`config.mk`:
```
export PLATFORM = sky130hd
export DESIGN_NAME = blfs_top
export DESIGN_NICKNAME = d
export VERILOG_FILES = /design/src/verilog/blfs_pkg.sv /design/src/verilog/blfs_sync.sv /design/src/verilog/blfs_top.sv
export SDC_FILE = /design/constraint.sdc
export NUM_CORES = 1
export LEC_CHECK = 0
export BUFFER_PORTS_ARGS = -buffer_cell sky130_fd_sc_hd__buf_2
export CAP_MARGIN = 20
export CORE_ASPECT_RATIO = 2
export CORE_UTILIZATION = 40
export CTS_CLUSTER_DIAMETER = 120
export DETAILED_ROUTE_END_ITERATION = 8
export SYNTH_ARGS = -nofsm -noshare
export SYNTH_HDL_FRONTEND = slang
export SYNTH_SLANG_ARGS = --single-unit
```
`constraint.sdc`:
```
create_clock -name core_clk -period 19 [get_ports core_clk]
set_input_delay 2.85 -clock core_clk [delete_from_list [all_inputs] [get_ports core_clk]]
set_output_delay 2.85 -clock core_clk [all_outputs]
set_load 0.005 [all_outputs]
```
`src/verilog/blfs_pkg.sv`:
```
// package: constants and types for the backlight level and fault supervisor
// Overview of operation
// - Setting the auto level enable bit hands the level field to the level logic, driven by the two flags.
// - In auto mode the level is 00 with both flags clear and 01 with only the office flag set.
// - In auto mode a set dark flag forces level 10 whatever the office flag says.
// - With auto off the host writes any level directly and the flags are ignored.
// - A programmable filter time of 80 ms to 10 s, held in the filter register, delays every flag change.
// - With the step-down block bit set the pump gain never falls once raised, except to 1x on standby or on a short.
// - Gain is chosen over the enabled sinks of the seven and only falls when demanding sinks stop, on standby or on a short.
// - An output rail below 55 percent of supply enters short protection, low current, and sets its flag.
// - Short sensing is masked at start and on each restart, unmasked 4 ms later.
// - After a short the host restarts by writing active to 1 again, and a full soft start runs.
// - Reaching the 4.9 V clamp is regulated silently, with no flag.
// - Above about 5.8 V only the charge pump stops; sinks and the rest keep running.
// - The pump resumes when the rail falls to about 5.3 V and may trip again.
// - Every separate overvoltage entry sets the overvoltage flag.
// - The office flag sets below trip and clears only above trip plus hysteresis.
// - Writing 1 to a status flag clears it; reading or writing 0 leaves it.
package blfs_pkg;
  localparam logic [7:0] ADDR_CTRL = 8'h04;
  localparam logic [7:0] ADDR_STAT = 8'h08;
  localparam logic [7:0] ADDR_MASK = 8'h0c;
  localparam logic [7:0] ADDR_FILT = 8'h6c;
  localparam logic [7:0] ADDR_OTRP = 8'h74;
  localparam logic [7:0] ADDR_DTRP = 8'h7c;
  localparam logic [7:0] ADDR_SENS = 8'h10;
  // control bit positions
  localparam int CTRL_ACTIVE = 0;
  localparam int CTRL_AUTO = 1;
  localparam int CTRL_GDB = 2;
  localparam int CTRL_LVL = 4;
  // status bit positions
  localparam int ST_CMP = 0;
  localparam int ST_OVP = 1;
  localparam int ST_SHORT = 2;
  localparam int NUM_EVT = 3;
  localparam logic [31:0] CTRL_RST = 32'h0000_0000;
  localparam logic [31:0] FILT_RST = 32'h0000_0000;
  localparam logic [31:0] TRP_RST = 32'h0000_0000;
  // times
  localparam int CLK_MHZ = 100;
  localparam int FILT_STEP_MS = 80;
  localparam int FILT_STEP_CYC = FILT_STEP_MS * CLK_MHZ * 1000;
  localparam int FILT_MAX_STEPS = 125;
  localparam int MASK_MS = 4;
  localparam int MASK_CYC = MASK_MS * CLK_MHZ * 1000;
  localparam int SOFT_US = 100;
  localparam int SOFT_CYC = SOFT_US * CLK_MHZ;
  localparam logic [1:0] LVL_DAY = 2'h0;
  localparam logic [1:0] LVL_OFFICE = 2'h1;
  localparam logic [1:0] LVL_DARK = 2'h2;
  localparam logic [1:0] GAIN_1X = 2'h0;
  localparam logic [1:0] GAIN_2X = 2'h2;
  typedef enum logic [1:0] {
    BLFS_OFF = 2'b00, BLFS_SOFT = 2'b01, BLFS_RUN = 2'b11, BLFS_SHORT = 2'b10
  } blfs_state_t;
  // analog indications, grouped
  typedef struct packed {
    logic rail_low;
    logic rail_ovp;
    logic rail_ovp_rel;
    logic rail_clamp;
  } blfs_analog_t;
endpackage

```
`src/verilog/blfs_sync.sv`:
```
// module: three-stage pin synchroniser with agreement filter
`timescale 1ns/1ns
`default_nettype none
module blfs_sync #(
  parameter int W = 1
) (
  input wire logic core_clk,
  input wire logic rst_n,
  input wire logic ce,
  input wire logic [W-1:0] din,
  output logic [W-1:0] dout
);
  logic [W-1:0] s1, s2, s3;
  logic [W-1:0] next_dout;
  // second and third stages must agree before a change counts
  always_comb begin
    next_dout = dout;
    for (int i = 0; i < W; i++) begin
      if (s2[i] == s3[i]) begin
        next_dout[i] = s3[i];
      end
    end
  end
  always_ff @(posedge core_clk or negedge rst_n) begin
    if (!rst_n) begin
      s1 <= '0;
      s2 <= '0;
      s3 <= '0;
      dout <= '0;
    end else if (ce) begin
      s1 <= din;
      s2 <= s1;
      s3 <= s2;
      dout <= next_dout;
    end
  end
endmodule
`default_nettype wire

```
`src/verilog/blfs_top.sv`:
```
// module: backlight level and fault supervisor with axi4-lite slave
`timescale 1ns/1ns
`default_nettype none
module blfs_top
  import blfs_pkg::*;
#(
  parameter int STEP_CYC = FILT_STEP_CYC,
  parameter int MASK_WAIT = MASK_CYC,
  parameter int SOFT_WAIT = SOFT_CYC,
  parameter int NSINK = 7
) (
  input wire logic core_clk,
  input wire logic rst_n,
  input wire logic ce,
  input wire logic [7:0] s_axi_awaddr,
  input wire logic s_axi_awvalid,
  output logic s_axi_awready,
  input wire logic [31:0] s_axi_wdata,
  input wire logic [3:0] s_axi_wstrb,
  input wire logic s_axi_wvalid,
  output logic s_axi_wready,
  output logic [1:0] s_axi_bresp,
  output logic s_axi_bvalid,
  input wire logic s_axi_bready,
  input wire logic [7:0] s_axi_araddr,
  input wire logic s_axi_arvalid,
  output logic s_axi_arready,
  output logic [31:0] s_axi_rdata,
  output logic [1:0] s_axi_rresp,
  output logic s_axi_rvalid,
  input wire logic s_axi_rready,
  input wire blfs_analog_t analog_in,
  input wire logic [7:0] sensor_reading,
  input wire logic [NSINK-1:0] sink_needs_gain,
  input wire logic [NSINK-1:0] sink_enable,
  output logic [1:0] backlight_level_select,
  output logic pump_enable,
  output logic sinks_enable,
  output logic low_current,
  output logic [1:0] pump_gain,
  output logic irq
);
  // registers
  logic [31:0] ctrl, stat, mask, filt, otrp, dtrp;
  logic [31:0] next_ctrl, next_stat, next_mask, next_filt, next_otrp;
  logic [31:0] next_dtrp;
  logic aw_hold, w_hold;
  logic [7:0] aw_a;
  logic [31:0] w_d;
  logic [3:0] w_s;
  logic next_aw_hold, next_w_hold, next_bvalid, next_rvalid;
  logic [7:0] next_aw_a;
  logic [31:0] next_w_d, next_rdata;
  logic [3:0] next_w_s;
  logic [1:0] next_bresp, next_rresp;
  logic wr_go, act_write;
  blfs_analog_t an;
  // comparator / filter
  logic office_threshold_flag, dark_threshold_flag;
  logic next_office, next_dark, raw_office, raw_dark;
  logic [31:0] fcnt_o, fcnt_d, next_fcnt_o, next_fcnt_d, fwait;
  logic [1:0] next_level;
  // fault fsm
  blfs_state_t st, next_st;
  logic [31:0] tcnt, next_tcnt;
  logic ovp_on, next_ovp_on, next_pump, next_sinks, next_low;
  logic [1:0] next_gain;
  logic ev_short, ev_ovp, ev_cmp, next_irq;

  // pin synchronisers for all analog indications
  blfs_sync #(.W(4)) u_sync (
    .core_clk(core_clk),
    .rst_n(rst_n),
    .ce(ce),
    .din(analog_in),
    .dout(an)
  );

  function automatic logic [31:0] wmerge(input logic [31:0] o,
      input logic [31:0] d, input logic [3:0] s);
    logic [31:0] r;
    r = o;
    for (int i = 0; i < 4; i++) begin
      if (s[i]) r[8*i +: 8] = d[8*i +: 8];
    end
    return r;
  endfunction

  function automatic logic mapped(input logic [7:0] a);
    return a == ADDR_CTRL || a == ADDR_STAT || a == ADDR_MASK ||
      a == ADDR_FILT || a == ADDR_OTRP || a == ADDR_DTRP || a == ADDR_SENS;
  endfunction

  // axi write channel: address and data in either order
  always_comb begin
    next_aw_hold = aw_hold;
    next_w_hold = w_hold;
    next_aw_a = aw_a;
    next_w_d = w_d;
    next_w_s = w_s;
    next_bvalid = s_axi_bvalid;
    next_bresp = s_axi_bresp;
    wr_go = 1'b0;
    if (s_axi_awvalid && s_axi_awready) begin
      next_aw_hold = 1'b1;
      next_aw_a = s_axi_awaddr;
    end
    if (s_axi_wvalid && s_axi_wready) begin
      next_w_hold = 1'b1;
      next_w_d = s_axi_wdata;
      next_w_s = s_axi_wstrb;
    end
    if (s_axi_bvalid && s_axi_bready) next_bvalid = 1'b0;
    if (aw_hold && w_hold && !s_axi_bvalid) begin
      wr_go = 1'b1;
      next_aw_hold = 1'b0;
      next_w_hold = 1'b0;
      next_bvalid = 1'b1;
      next_bresp = mapped(aw_a) ? 2'b00 : 2'b10;
    end
  end
  assign act_write = wr_go && aw_a == ADDR_CTRL && w_s[0] &&
    w_d[CTRL_ACTIVE];

  // axi read channel
  always_comb begin
    next_rvalid = s_axi_rvalid;
    next_rdata = s_axi_rdata;
    next_rresp = s_axi_rresp;
    if (s_axi_rvalid && s_axi_rready) next_rvalid = 1'b0;
    if (s_axi_arvalid && s_axi_arready) begin
      next_rvalid = 1'b1;
      next_rresp = mapped(s_axi_araddr) ? 2'b00 : 2'b10;
      unique case (s_axi_araddr)
        ADDR_CTRL: next_rdata = ctrl;
        ADDR_STAT: next_rdata = stat;
        ADDR_MASK: next_rdata = mask;
        ADDR_FILT: next_rdata = filt;
        ADDR_OTRP: next_rdata = otrp;
        ADDR_DTRP: next_rdata = dtrp;
        ADDR_SENS: next_rdata = {24'h000000, 3'h0, ovp_on,
          st == BLFS_SHORT, 1'b0, dark_threshold_flag,
          office_threshold_flag};
        default: next_rdata = 32'h0000_0000;
      endcase
    end
  end

  // register file, level ownership and sticky status
  always_comb begin
    next_ctrl = ctrl;
    next_mask = mask;
    next_filt = filt;
    next_otrp = otrp;
    next_dtrp = dtrp;
    next_stat = stat;
    if (wr_go) begin
      unique case (aw_a)
        ADDR_CTRL: next_ctrl = wmerge(ctrl, w_d, w_s);
        ADDR_MASK: next_mask = wmerge(mask, w_d, w_s) & 32'h0000_0007;
        ADDR_FILT: next_filt = wmerge(filt, w_d, w_s) & 32'h0000_ffff;
        ADDR_OTRP: next_otrp = wmerge(otrp, w_d, w_s) & 32'h0000_ffff;
        ADDR_DTRP: next_dtrp = wmerge(dtrp, w_d, w_s) & 32'h0000_ffff;
        ADDR_STAT: begin
          if (w_s[0]) next_stat[2:0] = stat[2:0] & ~w_d[2:0];
        end
        default: ;
      endcase
    end
    // hardware sets win over a same-cycle clear
    if (ev_cmp) next_stat[ST_CMP] = 1'b1;
    if (ev_ovp) next_stat[ST_OVP] = 1'b1;
    if (ev_short) next_stat[ST_SHORT] = 1'b1;
    // auto mode owns the level field
    if (next_ctrl[CTRL_AUTO]) begin
      next_ctrl[CTRL_LVL +: 2] = next_level;
    end
    next_irq = |(next_stat[2:0] & next_mask[2:0]);
  end

  // level from flags, dark wins
  always_comb begin
    if (dark_threshold_flag) next_level = LVL_DARK;
    else if (office_threshold_flag) next_level = LVL_OFFICE;
    else next_level = LVL_DAY;
  end

  // hysteresis comparators on the sensor reading
  always_comb begin
    raw_office = office_threshold_flag;
    raw_dark = dark_threshold_flag;
    if (sensor_reading < otrp[7:0]) raw_office = 1'b1;
    else if ({1'b0, sensor_reading} > {1'b0, otrp[7:0]} +
      {1'b0, otrp[15:8]}) raw_office = 1'b0;
    if (sensor_reading < dtrp[7:0]) raw_dark = 1'b1;
    else if ({1'b0, sensor_reading} > {1'b0, dtrp[7:0]} +
      {1'b0, dtrp[15:8]}) raw_dark = 1'b0;
  end

  // filter: a changed comparator must persist for the filter time
  always_comb begin
    fwait = (32'(filt[7:0] % FILT_MAX_STEPS) + 32'd1) * 32'(STEP_CYC);
    next_office = office_threshold_flag;
    next_dark = dark_threshold_flag;
    next_fcnt_o = 32'h0000_0000;
    next_fcnt_d = 32'h0000_0000;
    if (raw_office != office_threshold_flag) begin
      next_fcnt_o = fcnt_o + 32'd1;
      if (next_fcnt_o >= fwait) begin
        next_office = raw_office;
        next_fcnt_o = 32'h0000_0000;
      end
    end
    if (raw_dark != dark_threshold_flag) begin
      next_fcnt_d = fcnt_d + 32'd1;
      if (next_fcnt_d >= fwait) begin
        next_dark = raw_dark;
        next_fcnt_d = 32'h0000_0000;
      end
    end
    ev_cmp = (next_office != office_threshold_flag) ||
      (next_dark != dark_threshold_flag);
  end

  // fault state machine: soft start, short mask, ovp, gain
  always_comb begin
    next_st = st;
    next_tcnt = tcnt;
    next_ovp_on = ovp_on;
    next_gain = pump_gain;
    ev_short = 1'b0;
    ev_ovp = 1'b0;
    unique case (st)
      BLFS_OFF: begin
        next_gain = GAIN_1X;
        if (ctrl[CTRL_ACTIVE]) begin
          next_st = BLFS_SOFT;
          next_tcnt = 32'h0000_0000;
        end
      end
      BLFS_SOFT, BLFS_RUN: begin
        if (tcnt < 32'(MASK_WAIT)) next_tcnt = tcnt + 32'd1;
        if (st == BLFS_SOFT && tcnt >= 32'(SOFT_WAIT)) next_st = BLFS_RUN;
        if (tcnt >= 32'(MASK_WAIT) && an.rail_low) begin
          next_st = BLFS_SHORT;
          ev_short = 1'b1;
        end
        // clamp regulation is analog and raises nothing
        if (!ovp_on && an.rail_ovp) begin
          next_ovp_on = 1'b1;
          ev_ovp = 1'b1;
        end else if (ovp_on && an.rail_ovp_rel) begin
          next_ovp_on = 1'b0;
        end
        if (|(sink_needs_gain & sink_enable)) begin
          if (pump_gain != GAIN_2X) next_gain = pump_gain + 2'h1;
        end else if (!ctrl[CTRL_GDB] && pump_gain != GAIN_1X) begin
          next_gain = pump_gain - 2'h1;
        end
        if (!ctrl[CTRL_ACTIVE]) next_st = BLFS_OFF;
      end
      BLFS_SHORT: begin
        next_ovp_on = 1'b0;
        next_gain = GAIN_1X;
        if (act_write) begin
          next_st = BLFS_SOFT;
          next_tcnt = 32'h0000_0000;
        end else if (!ctrl[CTRL_ACTIVE]) begin
          next_st = BLFS_OFF;
        end
      end
    endcase
    if (next_st == BLFS_OFF) next_ovp_on = 1'b0;
    next_pump = (next_st == BLFS_SOFT || next_st == BLFS_RUN) &&
      !next_ovp_on;
    next_sinks = next_st == BLFS_RUN;
    next_low = next_st == BLFS_SHORT || next_st == BLFS_OFF;
  end

  always_ff @(posedge core_clk or negedge rst_n) begin
    if (!rst_n) begin
      ctrl <= CTRL_RST;
      stat <= 32'h0000_0000;
      mask <= 32'h0000_0000;
      filt <= FILT_RST;
      otrp <= TRP_RST;
      dtrp <= TRP_RST;
      aw_hold <= 1'b0;
      w_hold <= 1'b0;
      aw_a <= 8'h00;
      w_d <= 32'h0000_0000;
      w_s <= 4'h0;
      s_axi_bvalid <= 1'b0;
      s_axi_bresp <= 2'b00;
      s_axi_rvalid <= 1'b0;
      s_axi_rdata <= 32'h0000_0000;
      s_axi_rresp <= 2'b00;
      s_axi_awready <= 1'b0;
      s_axi_wready <= 1'b0;
      s_axi_arready <= 1'b0;
      office_threshold_flag <= 1'b0;
      dark_threshold_flag <= 1'b0;
      fcnt_o <= 32'h0000_0000;
      fcnt_d <= 32'h0000_0000;
      st <= BLFS_OFF;
      tcnt <= 32'h0000_0000;
      ovp_on <= 1'b0;
      pump_gain <= GAIN_1X;
      pump_enable <= 1'b0;
      sinks_enable <= 1'b0;
      low_current <= 1'b1;
      backlight_level_select <= LVL_DAY;
      irq <= 1'b0;
    end else if (ce) begin
      ctrl <= next_ctrl;
      stat <= next_stat;
      mask <= next_mask;
      filt <= next_filt;
      otrp <= next_otrp;
      dtrp <= next_dtrp;
      aw_hold <= next_aw_hold;
      w_hold <= next_w_hold;
      aw_a <= next_aw_a;
      w_d <= next_w_d;
      w_s <= next_w_s;
      s_axi_bvalid <= next_bvalid;
      s_axi_bresp <= next_bresp;
      s_axi_rvalid <= next_rvalid;
      s_axi_rdata <= next_rdata;
      s_axi_rresp <= next_rresp;
      s_axi_awready <= !next_aw_hold && !s_axi_awready;
      s_axi_wready <= !next_w_hold && !s_axi_wready;
      s_axi_arready <= !next_rvalid && !s_axi_arready;
      office_threshold_flag <= next_office;
      dark_threshold_flag <= next_dark;
      fcnt_o <= next_fcnt_o;
      fcnt_d <= next_fcnt_d;
      st <= next_st;
      tcnt <= next_tcnt;
      ovp_on <= next_ovp_on;
      pump_gain <= next_gain;
      pump_enable <= next_pump;
      sinks_enable <= next_sinks;
      low_current <= next_low;
      backlight_level_select <= next_ctrl[CTRL_LVL +: 2];
      irq <= next_irq;
    end
  end
endmodule
`default_nettype wire
```
Word level (Yosys, flattened, before mapping)
Cells that the tools add are included.
{"block": "word_totals", "regBits": 297, "out_inout_bits": 49, "wordCells": 235}
{"block": "op_classes", "add_sub_neg": 8, "n_mul": 1, "div_mod_pow": 1, "magnitude_cmp": 9, "eq_ne": 33, "mux": 62, "bitwise": 4, "reduce_logical": 72}
{"operator": "two-way mux 32 bit", "n": 7}
{"operator": "one-hot mux 32 bit (7 select lines)", "n": 1}
{"operator": "adder 32 x 1 -> 32 bit, second input constant", "n": 4}
{"operator": "one-hot mux 32 bit (3 select lines)", "n": 1}
{"operator": ">= comparator 32 bit", "n": 2}
{"operator": "== test 8 x 7 -> 1 bit, second input constant", "n": 6}
{"operator": "AND reduction 4 bit", "n": 11}
{"operator": "== test 8 x 4 -> 1 bit, second input constant", "n": 4}
{"operator": ">= comparator 32 x 14 -> 1 bit, second input constant", "n": 1}
{"operator": ">= comparator 32 x 19 -> 1 bit, second input constant", "n": 1}
{"operator": "less-than comparator 32 x 19 -> 1 bit, second input constant", "n": 1}
{"operator": "remainder unit 8 x 7 -> 32 bit, second input constant", "n": 1}
{"operator": "multiplier 32 x 14 -> 23 bit, second input constant", "n": 1}
{"operator": "two-way mux 1 bit", "n": 28}
{"operator": "two-way mux 2 bit", "n": 13}
{"operator": "logical AND 1 bit", "n": 19}
{"operator": "adder 8 x 8 -> 9 bit", "n": 2}
{"operator": "> comparator 8 x 9 -> 1 bit", "n": 2}
{"operator": "two-way mux 3 bit", "n": 6}
{"operator": "two-way mux 6 bit", "n": 3}
{"operator": "== test 8 x 3 -> 1 bit, second input constant", "n": 2}
{"operator": "== test 8 x 5 -> 1 bit, second input constant", "n": 2}
{"operator": "less-than comparator 8 bit", "n": 2}
{"operator": "AND reduction 2 bit", "n": 8}
{"operator": "22 further kinds", "n": 62}

Depth between registers and ports, before layout
{"block": "logic_depth", "word_depth": 12, "depth_mapped": 52, "ltp_nobuf": 49}

Modules after synthesis
A second synthesis with hierarchy kept.
{"block": "unflattened", "hier_cells": 2109, "area_unflattened_um2": 20455.9}
{"mod": "blfs_top", "instances": 1, "cells_per_inst": 2061, "area_each_um2": 19811.5, "seq_area_each_um2": 6957.9}
{"mod": "blfs_sync", "instances": 1, "cells_per_inst": 48, "area_each_um2": 644.4, "seq_area_each_um2": 400.4}

Worst setup path after synthesis
OpenSTA, ideal clock, no wires.
{"block": "synth_timing", "path_type": "flip-flop to flip-flop", "start": "reg filt[2]", "end": "reg fcnt_o[31]", "arrival_ns": 10.491, "t_required_ns": 18.875, "slack_ns": 8.385, "stages_incl_launch_ff": 51, "path_buffers": 3, "cell_sequence": "dfrtp_1 buf_4 inv_1 ha_1 nor2_1 a211oi_2 xnor2_1 inv_1 ha_1 inv_1 o211ai_1 nor3_2 or2_1 clkbuf_1 and2_1 nor2_1 ha_1 a22oi_1 [... 15 more ...] o21ai_0 a21oi_1 o21a_1 xor2_1 ha_1 nand4_1 nor2_1 nand4_1 or3_1 a2111oi_0 nor3_1 maj3_1 nor2_1 nor2_1 a31oi_4 buf_2 nor2_1 mux2_2"}
{"block": "synth_between", "elab_chain_len": 6}
{"element": "from (decl)", "line_no": "blfs_top.sv:44", "source": "logic [31:0] ctrl, stat, mask, filt, otrp, dtrp;"}
{"element": "from (signal assigned)", "line_no": "blfs_top.sv:318", "source": "filt <= next_filt;"}
{"element": "remainder unit 8 x 7 -> 32 bit", "line_no": "blfs_top.sv:202", "source": "fwait = (32'(filt[7:0] % FILT_MAX_STEPS) + 32'd1) * 32'(STEP_CYC);"}
{"element": "adder 32 x 1 -> 32 bit", "line_no": "blfs_top.sv:202"}
{"element": "multiplier 32 x 14 -> 23 bit", "line_no": "blfs_top.sv:202"}
{"element": ">= comparator 32 bit", "line_no": "blfs_top.sv:209", "source": "if (next_fcnt_o >= fwait) begin"}
{"element": "two-way mux 32 bit", "line_no": "blfs_top.sv:209"}
{"element": "two-way mux 32 bit", "line_no": "blfs_top.sv:207", "source": "if (raw_office != office_threshold_flag) begin"}
{"element": "to (signal assigned)", "line_no": "blfs_top.sv:336", "source": "fcnt_o <= next_fcnt_o;"}
{"element": "to (decl)", "line_no": "blfs_top.sv:61", "source": "logic [31:0] fcnt_o, fcnt_d, next_fcnt_o, next_fcnt_d, fwait;"}
Every way passes these cells.
A chain may end at the register's enable or synchronous reset.

Worst setup path in the final report
{"block": "layout_timing", "start": "reg filt[2]", "end": "reg fcnt_o[11]"}
The elaborated chain is that of the path after synthesis.

==> flow_summary.yaml <==
die:
  die_y_um: 317.2
  fp.dieW_um: 159.6
  rows: 115
  die-area_um2: 50630
  core_um2: 49070
  start_util: 0.4050
  ios: 135
routing:
  drt-total-wl_mm: 55.80
  ant_nets: 0
  vias: 16030
  avgRoutedWirePerCell_um: 19.31
  via_per_inst: 5.546
  drtIter0Drc: 690
  drcViolationCount: 0
  firstDrtPassIters: 5
finish:
  syn_to_final_growth_pct: 11.85
  final_cell_mix: "289 x dfrtp_1, 207 x inv_1, 202 x nand2_1"
  layoutNonFillerInstCount: 2890
  nNetsFinal: 2515
  final_common_cell: "dfrtp_1"
  num_antenna_cells: 0
  fin_util: 0.4530
  drive_above_1_share: 0.1580
setup_path:
  path_buf_inv: 10
  reg2reg_slack_ns: 4.96
  cp_data_required_time_ns: 19.48
  critPathKind: "reg2reg"
  max_stage_delay_ns: 0.90
  start_kind: "flop"
  cp_slowest_cell: "a2111oi_0"
  worst_ep_arrival_time_ns: 14.52
  rr_worst_depth: 51
  cp_max_fo: 34
  crit_family: "adder cells"
  end_kind: "flop"
  r2r_end: "fcnt_o[11]"
  crit_cells: 51
  path_common_cell: "inv_1"
  crit-reg2reg-launch: "filt[2]"
power_and_ir_drop:
  power.switching_mw: 0.9182
  pwr-share-clk: 0.263
  swShare: 0.3934
  internal-power_mw: 1.416
  leakagePower_nw: 10.89
  power.density_nw_per_um2: 105.0
  ir_worst_vdd_v: 0.00008560
  p_comb_frac: 0.395
  p_seq_frac: 0.342
clock_tree:
  h-tree-depth: 1
  cts_tree: "done"
  cts_buffer_depth: 3
  clock_latency_ns: 0.60
  cts_made_buffers: 28
  cts_resized: 0
  clkTransAtPathRegs_ns: 0.08
  clockRootBuffer: "clkbuf_16"
  ctsHoldBuffers: 0
  postCtsSetupRepairBufs: 0
  clock_sinks: 290
synth:
  synthXorXnorAreaFrac: 0.05156
  synth-adder-area-share: 0.1466
  yosys_warnings: 0
  async_flop_share: 1.000
  yosys.area_share.simple: 0.1519
  yosysTopAreaCell: "dfrtp_1"
  muxShareOfSynthArea: 0.07480
  synthFlopType: "dfrtp_1"
  netlist_top_cells_area: "dfrtp_1 36%, ha_1 9.8%, mux2_2 7.0%, fa_1 4.6%, inv_1 3.9%"
  yosysSeqAreaShare: 0.3652
  synth_compound_area_frac: 0.1530
  synth-edff-count: 0
  synth_top_family_by_area: "compound AO/OA/AOI/OAI gates"
  synth.top_cell.area_share: 0.3639
  synth.distinct_cells: 87
  netlist_instances: 2116
  ys_ff_latch: 290
  synth.avg_cell_area_um2: 9.392
  syn_area_um2: 19870
place:
  place_hpwl_mm: 43.31
  placed_cells_incl_taps: 2839
  io_buffers: 131
  gp_congestion: 0.9171
  dp_slack_ns: 5.062
timing:
  worstMarginPinSlew_ns: 1.094
  finalSetupTns_ns: 0
  fmax_mhz: 71.20
  slew_violations: 0
  finalClockSkew_ns: 0.01879
  period_share: 0.7392
  hold_ws_ns: 0.4715
  min_period_ns: 14.04
  worst_slack_ns: 4.955
  rsz0062_at_grt: "false"
  finalSetupViolations: 0
  max_slew_margin: 0.2639
  hold_violations: 0
grt:
  grt_pass1_vias: 16630
  grt_pass1_wl_mm: 88.39
  antenna_found_initial: 0
  gr-total-overflow: 0
  track_usage: 0.2222
  grt_max_degree: 95
run_status:
  status: "complete, no violations"
min_path:
  hold_class: "reg2reg"
  hold_end: "s_axi_rdata[27]"
  whs_path_depth: 2
  min_from: "s_axi_rdata[27]"
flow_run:
  max-cap-violations: 0
## kinds of logic (layout without fill, tap and decap cells)
group / after synthesis / in the layout
adder cells (fa/ha/maj): 206 / 206
flip-flops: 290 / 290
buffers and inverters: 286 / 416
other: 1 / 2
multiplexers: 133 / 133
AND/OR/NAND/NOR: 632 / 632
AO/OA/AOI/OAI: 451 / 451
XOR/XNOR: 117 / 117
## worst reg2reg max path: cells and delay by family (launching register included)
kind,cells,cell delay (ns)
XOR/XNOR,4,1.51
adder cells (fa/ha/maj),11,4.18
AO/OA/AOI/OAI,9,2.89
AND/OR/NAND/NOR,17,3.24
buffers and inverters,10,1.57
flip-flops,1,0.52
## metal layers
layer / vias up / wire length [µm] / GRT usage
met2: 390 / 31380 / 0.4520
met1: 7849 / 19080 / 0.2115
met3: 161 / 1807 / 0.02126
met5: - / 0 / 0
li1: 7627 / - / -
met4: 0 / 3536 / 0.1322
## worst max path at each step
| stage | from | end | slack (ns) |
|---|---|---|---|
| 6_report | filt[2] | fcnt_o[11] | 4.96 |
| 5_1_grt | filt[2] | fcnt_o[11] | 4.22 |
| 4_1_cts | filt[2] | fcnt_o[17] | 4.99 |
| 3_5_place_dp | filt[2] | fcnt_o[17] | 5.06 |
| 3_3_place_gp | filt[2] | fcnt_o[20] | 5.09 |
| 2_1_floorplan | filt[2] | fcnt_o[31] | 8.38 |
## power groups by stage
stage	logic, mW	registers (mW)	clock network, mW
after detailed placement	0.931	0.810	0
after global routing	1.04	0.811	0.646
after global placement	0.903	0.805	0
after floorplan	0.661	0.763	0
after CTS	0.938	0.798	0.630
final	0.923	0.797	0.614
## area by class of cell
| type | count | area (µm²) |
|---|---|---|
| Fill cell | 4671 | 26840 |
| Timing Repair Buffer | 158 | 868.3 |
| Clock buffer | 37 | 784.5 |
| Multi-Input combinational cell | 1541 | 11520 |
| Clock inverter | 13 | 212.7 |
| Tap cell | 643 | 804.5 |
| Sequential cell | 290 | 7258 |
| Inverter | 208 | 780.7 |
## state kept, by name, summed over array words and instances (netlist names), 2 cells and up
| register | flops |
|---|---|
| w_s | 4 |
| dtrp | 16 |
| mask | 3 |
| fcnt_o | 32 |
| u_sync.dout | 3 |
| fcnt_d | 32 |
| st | 2 |
| u_sync.s2 | 3 |
| aw_a | 8 |
| ctrl | 30 |
| u_sync.s1 | 3 |
| backlight_level_select | 2 |
| w_d | 32 |
| pump_gain | 2 |
| s_axi_rdata | 32 |
| u_sync.s3 | 3 |
| stat | 3 |
| otrp | 16 |
| filt | 16 |
| tcnt | 32 |
## cells in the mapped netlist (10+ instances only)
cell type	count
o21a_1	22
a21oi_1	79
dfrtp_1	289
inv_1	207
o22ai_1	35
and3_1	35
nor3_1	35
o21bai_1	13
a21o_1	37
xor2_1	39
nand2b_1	17
nand4_1	25
a22o_1	39
mux2_2	124
o21ai_0	117
buf_2	10
a221oi_1	15
ha_1	156
nand2_1	202
nand3_1	82
nor2b_1	21
fa_1	46
xnor2_1	78
o21ai_1	10
nor2_1	137
clkbuf_1	52
nor4_1	22
and2_1	20
## metrics by stage
step	area (µm²)	power [mW]
floorplan	19880	1.424
global placement	21220	1.708
detailed placement	21220	1.741
CTS	22220	2.366
global route	22230	2.501
finish	22230	2.334
No activity file was read; power rests on OpenSTA's default activity.
